===== src/inc/lat_map.svh =====
`ifndef LAT_MAP_SVH
`define LAT_MAP_SVH
`define WIDE_MASK     32'hFFFF_FFFF
`define NARROW_MASK   32'h00FF_FFFF
`define REAL_OFS_MAX  32'h0000_FFFF
`define REAL_CARRY    20
`define ENT_BASE      31:12
`define ENT_OFS       11:0
`define ENT_D         6
`define ENT_A         5
`define ENT_PCD       4
`define ENT_US        2
`define ENT_RW        1
`define ENT_P         0
`define ENT_BIT       32'h0000_0001
`define DIR_IDX       31:22
`define TBL_IDX       21:12
`define TLB_SET       14:12
`define TLB_TAG       31:15
`define TLB_WAYS      4
`define TLB_SETS      8
`define SEG_COUNT     6
`define SUPER_MAX_CPL 2'h2
`define DESC_HI       32'h0000_0004
`define SEL_TABLE     2
`define SEL_IDX       15:3
`define DLO_BASE      31:16
`define DLO_LIM       15:0
`define DHI_BASE_TOP  31:24
`define DHI_BASE_MID  7:0
`define DHI_LIM       19:16
`define DHI_ATTR      15:8
`endif


===== src/inc/lat_pkg.sv =====
package lat_pkg;
  typedef logic [31:0] word_t;
  typedef struct packed {
    logic [16:0] tag;
    logic [19:0] frame;
    logic        us;
    logic        rw;
    logic        dirty;
    logic        cache_inhibit_flag;
  } tlb_ent_s;
  typedef enum logic [3:0] {
    S_IDLE, S_SEG0, S_SEG1, S_LOOK, S_DIR, S_DIRW, S_TBL, S_TBLW, S_INV
  } walk_e;
endpackage


===== src/addr_gen.sv =====
`timescale 1ns/10ps
`include "lat_map.svh"
module addr_gen (
  input  wire logic          has_base,
  input  lat_pkg::word_t     base_val,
  input  wire logic          has_index,
  input  wire logic          index_is_sp,
  input  lat_pkg::word_t     index_val,
  input  wire logic [1:0]    scale_sel,
  input  wire logic          has_disp,
  input  lat_pkg::word_t     disp_val,
  input  wire logic [15:0]   seg_val,
  input  lat_pkg::word_t     seg_base,
  input  wire logic          high_mem_en,
  output lat_pkg::word_t     offset,
  output lat_pkg::word_t     linear,
  output lat_pkg::word_t     real_addr,
  output logic               illegal,
  output logic               gp,
  output logic               seg_over
);
  import lat_pkg::*;

  word_t       idx_sc;
  logic [20:0] sum21;

  assign idx_sc    = has_index ? (index_val << scale_sel) : '0;
  assign offset    = (has_base ? base_val : '0) + idx_sc + (has_disp ? disp_val : '0);
  // index alone or nothing at all is not among the legal forms
  assign illegal   = (has_index && index_is_sp) || (!has_base && !has_disp);
  assign sum21     = {1'b0, seg_val, 4'h0} + {5'h00, offset[15:0]};
  assign real_addr = {11'h000, sum21};
  assign gp        = offset > `REAL_OFS_MAX;
  assign seg_over  = sum21[`REAL_CARRY] && !high_mem_en;
  assign linear    = seg_base + offset;
endmodule


===== src/linear_address_translation.sv =====
`timescale 1ns/10ps
`include "lat_map.svh"
module linear_address_translation #(
  parameter bit WIDE = 1'b1
) (
  input  wire logic        MCLK,
  input  wire logic        NRST,
  input  wire logic        REQ_VALID,
  input  wire logic        REQ_WRITE,
  input  wire logic [2:0]  REQ_SEG,
  input  wire logic        PROT_MODE,
  input  wire logic        PAGING_ON,
  input  wire logic        HIGH_MEM_EN,
  input  wire logic        HAS_BASE,
  input  lat_pkg::word_t   BASE_VAL,
  input  wire logic        HAS_INDEX,
  input  wire logic        INDEX_IS_SP,
  input  lat_pkg::word_t   INDEX_VAL,
  input  wire logic [1:0]  SCALE_SEL,
  input  wire logic        HAS_DISP,
  input  lat_pkg::word_t   DISP_VAL,
  input  wire logic [1:0]  CUR_PRIV,
  input  wire logic        SEG_LOAD,
  input  wire logic [2:0]  SEG_LOAD_IDX,
  input  wire logic [15:0] SEG_SELECTOR,
  input  lat_pkg::word_t   GLOBAL_DESCRIPTOR_TABLE_BASE,
  input  lat_pkg::word_t   LOCAL_DESCRIPTOR_TABLE_BASE,
  input  wire logic        DIRECTORY_BASE_WR,
  input  lat_pkg::word_t   DIRECTORY_BASE_DATA,
  input  wire logic        SINGLE_ENTRY_INVALIDATE,
  input  lat_pkg::word_t   INVALIDATE_ADDR,
  input  wire logic        MEM_ACK,
  input  lat_pkg::word_t   MEM_RDATA,
  output logic             READY,
  output logic             RSP_VALID,
  output lat_pkg::word_t   PHYS_ADDR,
  output logic             CACHE_INHIBIT_FLAG,
  output logic             FAULT_MODE,
  output logic             FAULT_GP,
  output logic             FAULT_SEG_LIMIT,
  output logic             FAULT_PAGE,
  output logic             MEM_REQ,
  output logic             MEM_WE,
  output lat_pkg::word_t   MEM_ADDR,
  output lat_pkg::word_t   MEM_WDATA,
  output lat_pkg::word_t   DIRECTORY_BASE_REGISTER
);
  import lat_pkg::*;

  localparam word_t ADDR_MASK = WIDE ? `WIDE_MASK : `NARROW_MASK;

  function automatic logic prot_bad(input logic us, input logic rw, input logic wr,
                                    input logic [1:0] current_privilege_level);
    return (!us && (current_privilege_level > `SUPER_MAX_CPL)) || (wr && !rw);
  endfunction

  walk_e       st_r, st_nxt;
  word_t       lin_r, dte_r, pte_r, cr3_r, desc_lo_r;
  logic        wr_r, hit_old_r;
  logic [1:0]  cpl_r, hit_way_r, victim_r;
  logic [2:0]  seg_idx_r;
  logic [15:0] sel_r;
  logic [31:0] valid_r;
  word_t       seg_base_r [`SEG_COUNT];
  logic [19:0] seg_lim_r  [`SEG_COUNT];
  logic [7:0]  seg_attr_r [`SEG_COUNT];
  logic [15:0] seg_sel_r  [`SEG_COUNT];
  logic        ready_r, rsp_r, nc_r, fmode_r, fgp_r, fseg_r, fpage_r, mreq_r, mwe_r;
  word_t       phys_r, maddr_r, mwdata_r;

  word_t       ag_off, ag_lin, ag_real, ent_src;
  logic        ag_ill, ag_gp, ag_seg;
  logic        idle, take_cr3, take_inv, take_seg, take_req;
  logic [2:0]  rd_set;
  tlb_ent_s    rd_ent [`TLB_WAYS];
  tlb_ent_s    hit_ent, tlb_ent;
  logic [3:0]  hitv;
  logic [1:0]  hit_way, tlb_way;
  logic        hit, tlb_we;
  logic        mem_go, mem_we, rsp, r_nc, r_mode, r_gp, r_seg, r_page;
  word_t       mem_addr, mem_wdata, r_addr;

  addr_gen u_agen (
    .has_base    (HAS_BASE),
    .base_val    (BASE_VAL),
    .has_index   (HAS_INDEX),
    .index_is_sp (INDEX_IS_SP),
    .index_val   (INDEX_VAL),
    .scale_sel   (SCALE_SEL),
    .has_disp    (HAS_DISP),
    .disp_val    (DISP_VAL),
    .seg_val     (seg_sel_r[REQ_SEG]),
    .seg_base    (seg_base_r[REQ_SEG]),
    .high_mem_en (HIGH_MEM_EN),
    .offset      (ag_off),
    .linear      (ag_lin),
    .real_addr   (ag_real),
    .illegal     (ag_ill),
    .gp          (ag_gp),
    .seg_over    (ag_seg)
  );

  // priority: base write, invalidate, selector load, translation
  assign idle     = st_r == S_IDLE;
  assign take_cr3 = idle && DIRECTORY_BASE_WR;
  assign take_inv = idle && !DIRECTORY_BASE_WR && SINGLE_ENTRY_INVALIDATE;
  assign take_seg = idle && !DIRECTORY_BASE_WR && !SINGLE_ENTRY_INVALIDATE && SEG_LOAD;
  assign take_req = idle && !DIRECTORY_BASE_WR && !SINGLE_ENTRY_INVALIDATE && !SEG_LOAD
                    && REQ_VALID;
  assign rd_set   = take_inv ? INVALIDATE_ADDR[`TLB_SET] : ag_lin[`TLB_SET];

  tlb_store u_tlb (
    .clk    (MCLK),
    .rd_set (rd_set),
    .wr_en  (tlb_we),
    .wr_set (lin_r[`TLB_SET]),
    .wr_way (tlb_way),
    .wr_ent (tlb_ent),
    .rd_ent (rd_ent)
  );

  always_comb begin
    hit_ent = rd_ent[0];
    hit_way = 2'h0;
    for (int w = 0; w < `TLB_WAYS; w++) begin
      hitv[w] = valid_r[{lin_r[`TLB_SET], 2'(w)}] && (rd_ent[w].tag == lin_r[`TLB_TAG]);
      if (hitv[w]) begin
        hit_ent = rd_ent[w];
        hit_way = 2'(w);
      end
    end
  end
  assign hit = |hitv;

  // refill the way that already held the page, else round robin
  assign tlb_way       = hit_old_r ? hit_way_r : victim_r;
  assign ent_src       = (st_r == S_DIR) ? MEM_RDATA : dte_r;
  assign tlb_ent.tag   = lin_r[`TLB_TAG];
  assign tlb_ent.frame = MEM_RDATA[`ENT_BASE];
  assign tlb_ent.us    = dte_r[`ENT_US] && MEM_RDATA[`ENT_US];
  assign tlb_ent.rw    = dte_r[`ENT_RW] && MEM_RDATA[`ENT_RW];
  assign tlb_ent.dirty = MEM_RDATA[`ENT_D] || wr_r;
  assign tlb_ent.cache_inhibit_flag   = MEM_RDATA[`ENT_PCD];

  always_comb begin
    st_nxt    = st_r;
    mem_go    = 1'b0;
    mem_we    = 1'b0;
    mem_addr  = maddr_r;
    mem_wdata = mwdata_r;
    rsp       = 1'b0;
    r_addr    = '0;
    r_nc      = 1'b0;
    r_mode    = 1'b0;
    r_gp      = 1'b0;
    r_seg     = 1'b0;
    r_page    = 1'b0;
    tlb_we    = 1'b0;
    unique case (st_r)
      S_IDLE: begin
        if (take_seg && PROT_MODE) begin
          st_nxt   = S_SEG0;
          mem_go   = 1'b1;
          mem_addr = (SEG_SELECTOR[`SEL_TABLE] ? LOCAL_DESCRIPTOR_TABLE_BASE
                      : GLOBAL_DESCRIPTOR_TABLE_BASE)
                     + {16'h0000, SEG_SELECTOR[`SEL_IDX], 3'h0};
        end else if (take_inv) begin
          st_nxt = S_INV;
        end else if (take_req) begin
          if (ag_ill) begin
            rsp    = 1'b1;
            r_mode = 1'b1;
          end else if (!PROT_MODE) begin
            rsp    = 1'b1;
            r_addr = ag_real;
            r_gp   = ag_gp;
            r_seg  = ag_seg;
          end else if (!PAGING_ON) begin
            rsp    = 1'b1;
            r_addr = ag_lin;
          end else begin
            st_nxt = S_LOOK;
          end
        end
      end
      S_SEG0: begin
        if (MEM_ACK) begin
          st_nxt   = S_SEG1;
          mem_go   = 1'b1;
          mem_addr = maddr_r + `DESC_HI;
        end
      end
      S_SEG1: begin
        if (MEM_ACK) begin
          st_nxt = S_IDLE;
        end
      end
      S_LOOK: begin
        st_nxt = S_IDLE;
        if (hit && prot_bad(hit_ent.us, hit_ent.rw, wr_r, cpl_r)) begin
          rsp    = 1'b1;
          r_page = 1'b1;
        end else if (hit && !(wr_r && !hit_ent.dirty)) begin
          rsp    = 1'b1;
          r_addr = {hit_ent.frame, lin_r[`ENT_OFS]};
          r_nc   = hit_ent.cache_inhibit_flag;
        end else begin
          // a clean hit on a write still walks so the dirty bit gets set
          st_nxt   = S_DIR;
          mem_go   = 1'b1;
          mem_addr = {cr3_r[`ENT_BASE], lin_r[`DIR_IDX], 2'h0};
        end
      end
      S_DIR: begin
        if (MEM_ACK) begin
          if (!MEM_RDATA[`ENT_P]) begin
            st_nxt = S_IDLE;
            rsp    = 1'b1;
            r_page = 1'b1;
          end else if (!MEM_RDATA[`ENT_A]) begin
            st_nxt    = S_DIRW;
            mem_go    = 1'b1;
            mem_we    = 1'b1;
            mem_wdata = MEM_RDATA | (`ENT_BIT << `ENT_A);
          end else begin
            st_nxt   = S_TBL;
            mem_go   = 1'b1;
            mem_addr = {ent_src[`ENT_BASE], lin_r[`TBL_IDX], 2'h0};
          end
        end
      end
      S_DIRW: begin
        if (MEM_ACK) begin
          st_nxt   = S_TBL;
          mem_go   = 1'b1;
          mem_addr = {ent_src[`ENT_BASE], lin_r[`TBL_IDX], 2'h0};
        end
      end
      S_TBL: begin
        if (MEM_ACK) begin
          if (!MEM_RDATA[`ENT_P]) begin
            st_nxt = S_IDLE;
            rsp    = 1'b1;
            r_page = 1'b1;
          end else if (prot_bad(tlb_ent.us, tlb_ent.rw, wr_r, cpl_r)) begin
            st_nxt = S_IDLE;
            rsp    = 1'b1;
            r_page = 1'b1;
          end else begin
            tlb_we = 1'b1;
            if (!MEM_RDATA[`ENT_A] || (wr_r && !MEM_RDATA[`ENT_D])) begin
              st_nxt    = S_TBLW;
              mem_go    = 1'b1;
              mem_we    = 1'b1;
              mem_wdata = MEM_RDATA | (`ENT_BIT << `ENT_A)
                          | ((wr_r ? `ENT_BIT : '0) << `ENT_D);
            end else begin
              st_nxt = S_IDLE;
              rsp    = 1'b1;
              r_addr = {MEM_RDATA[`ENT_BASE], lin_r[`ENT_OFS]};
              r_nc   = MEM_RDATA[`ENT_PCD];
            end
          end
        end
      end
      S_TBLW: begin
        if (MEM_ACK) begin
          st_nxt = S_IDLE;
          rsp    = 1'b1;
          r_addr = {pte_r[`ENT_BASE], lin_r[`ENT_OFS]};
          r_nc   = pte_r[`ENT_PCD];
        end
      end
      S_INV: st_nxt = S_IDLE;
    endcase
  end

  always_ff @(posedge MCLK or negedge NRST) begin
    if (!NRST) begin
      st_r    <= S_IDLE;
      ready_r <= 1'b0;
    end else begin
      st_r    <= st_nxt;
      ready_r <= st_nxt == S_IDLE;
    end
  end

  always_ff @(posedge MCLK or negedge NRST) begin
    if (!NRST) begin
      lin_r     <= '0;
      wr_r      <= 1'b0;
      cpl_r     <= 2'h0;
      dte_r     <= '0;
      pte_r     <= '0;
      hit_old_r <= 1'b0;
      hit_way_r <= 2'h0;
    end else begin
      if (take_req) begin
        lin_r <= ag_lin;
        wr_r  <= REQ_WRITE;
        cpl_r <= CUR_PRIV;
      end else if (take_inv) begin
        lin_r <= INVALIDATE_ADDR;
      end
      if (st_r == S_LOOK) begin
        hit_old_r <= hit;
        hit_way_r <= hit_way;
      end
      if (st_r == S_DIR && MEM_ACK) begin
        dte_r <= MEM_RDATA;
      end
      if (st_r == S_TBL && MEM_ACK) begin
        pte_r <= MEM_RDATA;
      end
    end
  end

  // bus holds the request until acknowledged
  always_ff @(posedge MCLK or negedge NRST) begin
    if (!NRST) begin
      mreq_r   <= 1'b0;
      mwe_r    <= 1'b0;
      maddr_r  <= '0;
      mwdata_r <= '0;
    end else if (mem_go) begin
      mreq_r   <= 1'b1;
      mwe_r    <= mem_we;
      maddr_r  <= mem_addr & ADDR_MASK;
      mwdata_r <= mem_wdata;
    end else if (MEM_ACK) begin
      mreq_r <= 1'b0;
      mwe_r  <= 1'b0;
    end
  end

  always_ff @(posedge MCLK or negedge NRST) begin
    if (!NRST) begin
      rsp_r   <= 1'b0;
      phys_r  <= '0;
      nc_r    <= 1'b0;
      fmode_r <= 1'b0;
      fgp_r   <= 1'b0;
      fseg_r  <= 1'b0;
      fpage_r <= 1'b0;
    end else begin
      rsp_r <= rsp;
      if (rsp) begin
        phys_r  <= r_addr & ADDR_MASK; // low byte address of operand
        nc_r    <= r_nc;
        fmode_r <= r_mode;
        fgp_r   <= r_gp;
        fseg_r  <= r_seg;
        fpage_r <= r_page;
      end
    end
  end

  always_ff @(posedge MCLK or negedge NRST) begin
    if (!NRST) begin
      cr3_r <= '0;
    end else if (take_cr3) begin
      cr3_r <= DIRECTORY_BASE_DATA;
    end
  end

  always_ff @(posedge MCLK or negedge NRST) begin
    if (!NRST) begin
      valid_r  <= '0;
      victim_r <= 2'h0;
    end else begin
      if (take_cr3) begin
        valid_r <= '0;
      end else if (st_r == S_INV) begin
        for (int w = 0; w < `TLB_WAYS; w++) begin
          if (hitv[w]) begin
            valid_r[{lin_r[`TLB_SET], 2'(w)}] <= 1'b0;
          end
        end
      end else if (tlb_we) begin
        valid_r[{lin_r[`TLB_SET], tlb_way}] <= 1'b1;
      end
      if (tlb_we && !hit_old_r) begin
        victim_r <= victim_r + 2'h1;
      end
    end
  end

  always_ff @(posedge MCLK or negedge NRST) begin
    if (!NRST) begin
      seg_idx_r <= 3'h0;
      sel_r     <= 16'h0000;
      desc_lo_r <= '0;
      for (int s = 0; s < `SEG_COUNT; s++) begin
        seg_base_r[s] <= '0;
        seg_lim_r[s]  <= 20'h0_0000;
        seg_attr_r[s] <= 8'h00;
        seg_sel_r[s]  <= 16'h0000;
      end
    end else begin
      if (take_seg) begin
        seg_idx_r <= SEG_LOAD_IDX;
        sel_r     <= SEG_SELECTOR;
        if (!PROT_MODE) begin
          seg_sel_r[SEG_LOAD_IDX]  <= SEG_SELECTOR;
          seg_base_r[SEG_LOAD_IDX] <= {12'h000, SEG_SELECTOR, 4'h0};
        end
      end
      if (st_r == S_SEG0 && MEM_ACK) begin
        desc_lo_r <= MEM_RDATA;
      end
      if (st_r == S_SEG1 && MEM_ACK) begin
        seg_sel_r[seg_idx_r]  <= sel_r;
        seg_base_r[seg_idx_r] <= {MEM_RDATA[`DHI_BASE_TOP], MEM_RDATA[`DHI_BASE_MID],
                                  desc_lo_r[`DLO_BASE]};
        seg_lim_r[seg_idx_r]  <= {MEM_RDATA[`DHI_LIM], desc_lo_r[`DLO_LIM]};
        seg_attr_r[seg_idx_r] <= MEM_RDATA[`DHI_ATTR];
      end
    end
  end

  assign READY                   = ready_r;
  assign RSP_VALID               = rsp_r;
  assign PHYS_ADDR               = phys_r;
  assign CACHE_INHIBIT_FLAG      = nc_r;
  assign FAULT_MODE              = fmode_r;
  assign FAULT_GP                = fgp_r;
  assign FAULT_SEG_LIMIT         = fseg_r;
  assign FAULT_PAGE              = fpage_r;
  assign MEM_REQ                 = mreq_r;
  assign MEM_WE                  = mwe_r;
  assign MEM_ADDR                = maddr_r;
  assign MEM_WDATA               = mwdata_r;
  assign DIRECTORY_BASE_REGISTER = cr3_r;
endmodule


===== src/tlb_store.sv =====
`timescale 1ns/10ps
`include "lat_map.svh"
module tlb_store (
  input  wire logic        clk,
  input  wire logic [2:0]  rd_set,
  input  wire logic        wr_en,
  input  wire logic [2:0]  wr_set,
  input  wire logic [1:0]  wr_way,
  input  lat_pkg::tlb_ent_s wr_ent,
  output lat_pkg::tlb_ent_s rd_ent [`TLB_WAYS]
);
  import lat_pkg::*;

  // no reset: valid bits live in the controller so a flush is one cycle
  for (genvar w = 0; w < `TLB_WAYS; w++) begin : g_way
    tlb_ent_s mem [`TLB_SETS];
    always_ff @(posedge clk) begin
      if (wr_en && wr_way == 2'(w)) begin
        mem[wr_set] <= wr_ent;
      end
      rd_ent[w] <= mem[rd_set];
    end
  end
endmodule


===== config.mk =====
export PLATFORM = sky130hd
export DESIGN_NAME = linear_address_translation
export DESIGN_NICKNAME = d
export VERILOG_FILES = /design/src/inc/lat_pkg.sv /design/src/addr_gen.sv /design/src/linear_address_translation.sv /design/src/tlb_store.sv
export VERILOG_INCLUDE_DIRS = /design/src /design/src/inc
export SDC_FILE = /design/constraint.sdc
export NUM_CORES = 2
export LEC_CHECK = 0
export BUFFER_PORTS_ARGS = -buffer_cell sky130_fd_sc_hd__buf_2
export CELL_PAD_IN_SITES_DETAIL_PLACEMENT = 1
export CELL_PAD_IN_SITES_GLOBAL_PLACEMENT = 2
export CORE_MARGIN = 5
export CORE_UTILIZATION = 48
export DETAILED_ROUTE_END_ITERATION = 10
export HOLD_SLACK_MARGIN = 0.15
export PLACE_DENSITY_LB_ADDON = 0.05
export SLEW_MARGIN = 20
export SYNTH_ARGS = -nofsm -noshare
export SYNTH_HDL_FRONTEND = slang
export SYNTH_SLANG_ARGS = --single-unit

===== constraint.sdc =====
create_clock -name MCLK -period 7.6 [get_ports MCLK]
set_clock_uncertainty 0.15 [all_clocks]
set_input_delay 1.14 -clock MCLK [delete_from_list [all_inputs] [get_ports MCLK]]
set_output_delay 1.14 -clock MCLK [all_outputs]
set_load 0.005 [all_outputs]

Word level (Yosys, flattened, before mapping)

Memory sizes are Yosys's and may differ from the RTL's. A register that Yosys moved wholly into a read port is not among the register bits.
Index checks and enable logic that the tools add are counted.

Reductions and logical operators: 74
Equality and inequality tests: 28
Muxes and demuxes: 196
Shift operators: 1
Order comparisons: 17
Bitwise gates (word level): 13
$add $sub $neg: 7

Operator list:

| operator                                                               | number |
|---|---|
| 32-bit two-way mux                                                     | 52 |
| 192-bit two-way mux                                                    | 3 |
| 192-bit bitwise mux                                                    | 2 |
| 96-bit two-way mux                                                     | 3 |
| 96-bit bitwise mux                                                     | 2 |
| 32-bit demux with 3-bit select                                         | 2 |
| 32-bit case mux with 5 select lines                                    | 1 |
| 32-bit bitwise AND                                                     | 4 |
| 32-bit case mux with 4 select lines                                    | 1 |
| 32-bit adder                                                           | 3 |
| 32-bit binary-select mux with 3-bit select                             | 1 |
| 16-bit demux with 3-bit select                                         | 2 |
| 1-bit two-way mux                                                      | 81 |
| 24-bit two-way mux                                                     | 3 |
| 17-bit equality test                                                   | 4 |
| 16-bit two-way mux                                                     | 4 |
| 32-bit case mux with 2 select lines                                    | 1 |
| 16-bit binary-select mux with 3-bit select                             | 1 |
| 4-bit two-way mux                                                      | 11 |
| 1-bit logical AND                                                      | 41 |
| 32-bit by 16-bit adder with 32-bit output                              | 1 |
| 32-bit by 3-bit adder with 32-bit output, second input constant        | 1 |
| 32-bit by 16-bit > comparator with 1-bit output, second input constant | 1 |
| 29-bit inverter with 32-bit output                                     | 1 |
| other kinds (42)                                                       | 110 |

Memories: 4
Logic and storage cells: 378
Output and inout bits: 137
Register bits: 616
Bits in writable memories: 1312
Bits of input ports: 297

Memory list:

| name               | depth | bits a word | read ports | clocked after memory_dff | write ports | RTL line        | source |
|---|---|---|---|---|---|---|---|
| u_tlb.g_way[0].mem | 8     | 41          | 1          | 1                        | 1           | tlb_store.sv:16 | `` tlb_ent_s mem [`TLB_SETS]; `` |
| u_tlb.g_way[1].mem | 8     | 41          | 1          | 1                        | 1           | tlb_store.sv:16 |  |
| u_tlb.g_way[2].mem | 8     | 41          | 1          | 1                        | 1           | tlb_store.sv:16 |  |
| u_tlb.g_way[3].mem | 8     | 41          | 1          | 1                        | 1           | tlb_store.sv:16 |  |

Longest topological paths before layout

Depth after elaboration: 21
Depth in mapped cells: 30
Gate-level depth less buffers: 28

Hierarchy

Synthesis repeated with hierarchy kept, for this count alone.

Cells, all modules: 6322
Area, all modules: 90591.9 um^2

Modules (own cells, without submodules):

| module                     | cells an instance | times used | area an instance (um^2) | seq. area each (um^2) |
|---|---|---|---|---|
| tlb_store                  | 2104              | 1          | 53638.9                 | 42680.9 |
| linear_address_translation | 3486              | 1          | 31333.8                 | 14488.9 |
| addr_gen                   | 732               | 1          | 5619.1                  | 0.0 |

Least setup slack after synthesis

No wires, ideal clock.

Path kind: input to register
Start point: input port SCALE_SEL[0]
End point: register u_tlb.rd_ent[61] (netlist name)
Setup time: 0.121 ns
Buffers on the path: 4
Setup slack: -0.505 ns
Data arrival time: 7.834 ns
Cell stages on the path: 28
Data required time: 7.329 ns
Cells stage by stage: clkbuf_1 clkbuf_1 mux2_2 o211ai_1 fa_1 inv_1 ha_1 o21a_1 a211oi_4 nor2_1 o21a_1 o21a_1 o21a_1 o21a_1 o21a_1 o21a_1 nor2_1 ha_1 and3_1 and2_1 a211o_1 xor2_1 nand2_1 nand2_1 buf_2 buf_1 mux4_2 mux2_2

Word-level cells in the longest chain between the ends: 6

RTL lines:

| element                                       | RTL line                          | source |
|---|---|---|
| from (decl)                                   | linear_address_translation.sv:19  | `input wire logic [1:0] SCALE_SEL,` |
| 32-bit by 2-bit left shift with 32-bit output | addr_gen.sv:27                    | `assign idx_sc = has_index ? (index_val << scale_sel) : '0;` |
| 32-bit two-way mux                            | addr_gen.sv:27                    |  |
| 32-bit adder (2 in a row)                     | addr_gen.sv:28                    | `assign offset = (has_base ? base_val : '0) + idx_sc + (has_disp ? disp_val : '0);` |
| 32-bit adder                                  | addr_gen.sv:35                    | `assign linear = seg_base + offset;` |
| 3-bit two-way mux                             | linear_address_translation.sv:110 | `` assign rd_set = take_inv ? INVALIDATE_ADDR[`TLB_SET] : ag_lin[`TLB_SET]; `` |

No other way between the ends.
A chain may end at the register's enable or synchronous reset.

Worst setup path after layout

Start point: input port SCALE_SEL[0]
End point: register u_tlb.rd_ent[65] (netlist name)

Word-level cells in the longest chain between the ends: 6

RTL lines:

| element                                       | RTL line |
|---|---|
| 32-bit by 2-bit left shift with 32-bit output | addr_gen.sv:27 |
| 32-bit two-way mux                            | addr_gen.sv:27 |
| 32-bit adder (2 in a row)                     | addr_gen.sv:28 |
| 32-bit adder                                  | addr_gen.sv:35 |
| 3-bit two-way mux                             | linear_address_translation.sv:110 |

No other way between the ends.

==> results_dict.tcl <==
set metrics [dict create \
    syn_to_final_growth_pct 16.4 \
    power_frac_seq 0.444 \
    dp_hpwl_um 198000 \
    avgSynthCellArea_um2 14.3 \
    min_period_ns 7.11 \
    crit_type "input port to flip-flop" \
    synth-main-ff-cell "edfxtp_1" \
    cts_max_level 4 \
    power_mw 28.3 \
    grt_use_total 0.304 \
    synthesis.area_um2 89300 \
    die_y_um 441 \
    wl_um 297000 \
    grt_pass1_wl_um 430000 \
    pwr-share-clk 0.378 \
    cts-root-buf "clkbuf_16" \
    ys_ff_latch 2055 \
    ant_nets 0 \
    dieArea_um2 195000 \
    cts_resized 0 \
    cp_max_fo 22 \
    slew_headroom 0.239 \
    grt_pass1_vias 60932 \
    routabilityCongestion 0.899 \
    netSwitchingPower_mw 7.49 \
    post_cts_buffers 0 \
    reg2reg_slack_ns 2.03 \
    async_flop_share 0.282 \
    hold_path_class "flip-flop to flip-flop" \
    powerDensity_nw_per_um2 272 \
    insertion_delay_ns 0.91 \
    wl_per_cell_um 31.2 \
    whs_ns 0.321 \
    synth-edff-count 1312 \
    drtIter0Drc 4984 \
    route.vias.total 57880 \
    netSwitchingFraction 0.265 \
    p_int_mw 20.8 \
    fin_setup_tns_ns 0 \
    outcome "completed" \
    yosysUniqueCellTypes 92 \
    cp.arrival_ns 7.71 \
    combPwrFrac 0.178 \
    finalCritPeriodShare 0.935 \
    grt_max_degree 147 \
    cts_tree "built" \
    nets 7246 \
    peakVddDrop_uv 296 \
    dp_slack_ns -0.353 \
    coreArea_um2 185000 \
    maxCapViolations 0 \
    p_leak_nw 40.7 \
    portBuffers 433 \
    synth_cells 6236 \
    ys.warnings.count 0 \
    fill_cells 17848 \
    yosys-top-cells-area "edfxtp_1, dfrtp_1, mux4_2" \
    clock.fmax_ghz 0.141 \
    cts_max_path_buffers 3 \
    setup_viol 0 \
    cts_made_buffers 213 \
    drt-vias-per-instance 6.08 \
    grt_remaining_overflow 0 \
    ys_seq_area_frac 0.641 \
    drive_above_1_share 0.270 \
    io_pins 434 \
    clk_pin_slew_worst_paths_ns 0.06 \
    initial_utilization 0.482 \
    die_w_um 441 \
    slew_viol_final 0 \
    tightest_slew_ns 1.14 \
    first_pass_iters 6 \
    hold_viol_final 0 \
    synth_fp_nets 6652 \
    clock-sinks 2055 \
    rows 158 \
    rsz0062_at_grt "false" \
    fin_ws_ns 0.493 \
    crit_required_ns 8.21 \
    startpoint_type "input port" \
    synth_top_area_cell "edfxtp_1" \
    endpoint_kind "flip-flop" \
    drc 0 \
    final_util 0.561 \
    antenna_found_initial 16 \
    synth_top_area_share 0.441 \
]
-- what timing repair did --
| item | CTS | global route |
|---|---|---|
| setup endpoints to repair | 0 | 0 |
| hold endpoints to repair | 0 | 26 |
| hold buffers | 0 | 1 |
-- cell usage after synthesis, types with 25 or more instances --
cell / n
edfxtp_1: 1312
a21oi_1: 334
mux4_2: 404
fa_1: 35
and2_1: 82
xor2_1: 75
nand3_1: 77
nor2_1: 198
inv_1: 106
dfxtp_1: 164
and3_1: 56
dfrtp_1: 579
clkbuf_1: 304
a31oi_1: 37
buf_1: 61
a21o_1: 42
mux2_2: 305
ha_1: 84
a22oi_1: 45
mux2i_1: 115
nand2_1: 768
xnor2_1: 95
o21a_1: 25
nor3_1: 41
o21ai_0: 512
-- worst max-delay path: stages --
cell and delay (ns):
buf_2 0.15, mux2i_1 0.14, o21ai_0 0.22, nand2_1 0.12
fa_1 0.55, inv_1 0.06, ha_1 0.29, a211o_1 0.34
a211oi_4 0.24, nor2_1 0.07, o21a_1 0.19, o21a_1 0.18
o21a_1 0.18, o21a_1 0.18, o21a_1 0.19, o21a_1 0.18
nor2_1 0.17, ha_1 0.28, and3_1 0.19, and2_1 0.17
a211o_1 0.33, xor2_1 0.35, nand2_1 0.18, nand2_4 0.20
buf_12 0.27, buf_12 0.25, mux4_2 0.54, mux2_2 0.29
-- registers in the layout, indices dropped and copies added, names as in the netlist, 2 cells and up --
register and count:
pte_r 21, DIRECTORY_BASE_REGISTER 32, u_tlb.g_way.mem 1312, u_tlb.rd_ent 164, seg_idx_r 3, MEM_WDATA 32
seg_sel_r 96, valid_r 32, desc_lo_r 16, victim_r 2, seg_base_r 192, MEM_ADDR 32
sel_r 16, lin_r 32, st_r 4, PHYS_ADDR 32, cpl_r 2, hit_way_r 2
dte_r 22
-- area by class of cell --
cell class | instances | area (um^2) | area share
Tap cell | 2480 | 3100 | 0.0299
Clock inverter | 106 | 1300 | 0.0125
Sequential cell | 2055 | 57200 | 0.550
Timing Repair Buffer | 759 | 5270 | 0.0507
Inverter | 109 | 409 | 0.00394
Clock buffer | 301 | 5920 | 0.0570
Multi-Input combinational cell | 3692 | 30700 | 0.295
Antenna cell | 17 | 42.5 | 0.000410
-- power by group through the flow --
stage | combinational (mW) | clock (mW) | sequential [mW]
floorplan | 3.22 | 0 | 12.6
global placement | 4.89 | 0 | 12.8
detailed placement | 5.02 | 0 | 12.8
CTS | 5.07 | 10.9 | 12.5
global route | 5.36 | 11.4 | 12.6
finish | 5.03 | 10.7 | 12.5
-- worst paths after layout --
kind                               from               end  cells past startpoint
max in group asynchronous          NRST     MEM_WDATA[19]                      4
max reg2reg                   lin_r[13]     PHYS_ADDR[19]                     10
min reg2reg                MEM_WDATA[0]      MEM_WDATA[0]                      1
min                        MEM_WDATA[0]      MEM_WDATA[0]                      1
min in group asynchronous          NRST          lin_r[3]                      2
max                        SCALE_SEL[0]  u_tlb.rd_ent[65]                     28
-- cell usage in the layout, fill, tap and decap left out, drive strengths merged, types with 13 or more instances in the layout --
cell type  Yosys  final
a211oi        14     14
a21o          43     43
a21oi        335    335
a222oi        24     24
a22oi         45     45
a31oi         37     37
and2          82     82
and3          56     56
buf           76    758
bufinv         0     19
clkbuf       304    301
clkinv         3     81
dfrtp        579    579
dfxtp        164    164
diode          0     17
edfxtp      1312   1312
fa            35     35
ha            84     84
inv          106    112
mux2         305    305
mux2i        115    115
mux4         404    404
nand2        768    768
nand2b        15     15
nand3         77     77
nand4         22     22
nor2         198    198
nor2b         20     20
nor3          42     42
nor4          24     24
o211ai        20     20
o21a          25     25
o21ai        518    518
o22ai         20     20
o31ai         17     17
or2           13     13
xnor2         95     95
xor2          75     75
-- per-layer routing --
layer	track usage	wire, um	vias up
met5	0	0	-
met4	0.128	13400	0
met3	0.0388	14600	493
met2	0.521	151000	1862
met1	0.394	118000	30723
li1	-	-	24802
-- cells by family (layout without fill, tap and decap cells) --
kind of cell               Yosys count  after routing  share of synthesized area
other                                0             17                          0
DFF                               2055           2055                      0.641
muxes                              824            824                      0.153
buffers and inverters              489           1275                     0.0208
AOI/OAI and AO/OA                 1207           1207                     0.0805
xor gates and xnor gates           170            170                     0.0167
and+or+nand+nor                   1370           1370                     0.0684
adders and majority gates          121            121                     0.0198
-- through the flow --
step / cells / area, um^2
global route: 9507 / 104000
detailed placement: 9093 / 96600
CTS: 9500 / 104000
global placement: 9091 / 96500
floorplan: 6236 / 89400
finish: 9519 / 104000
No activity file was read; power rests on OpenSTA's default activity.
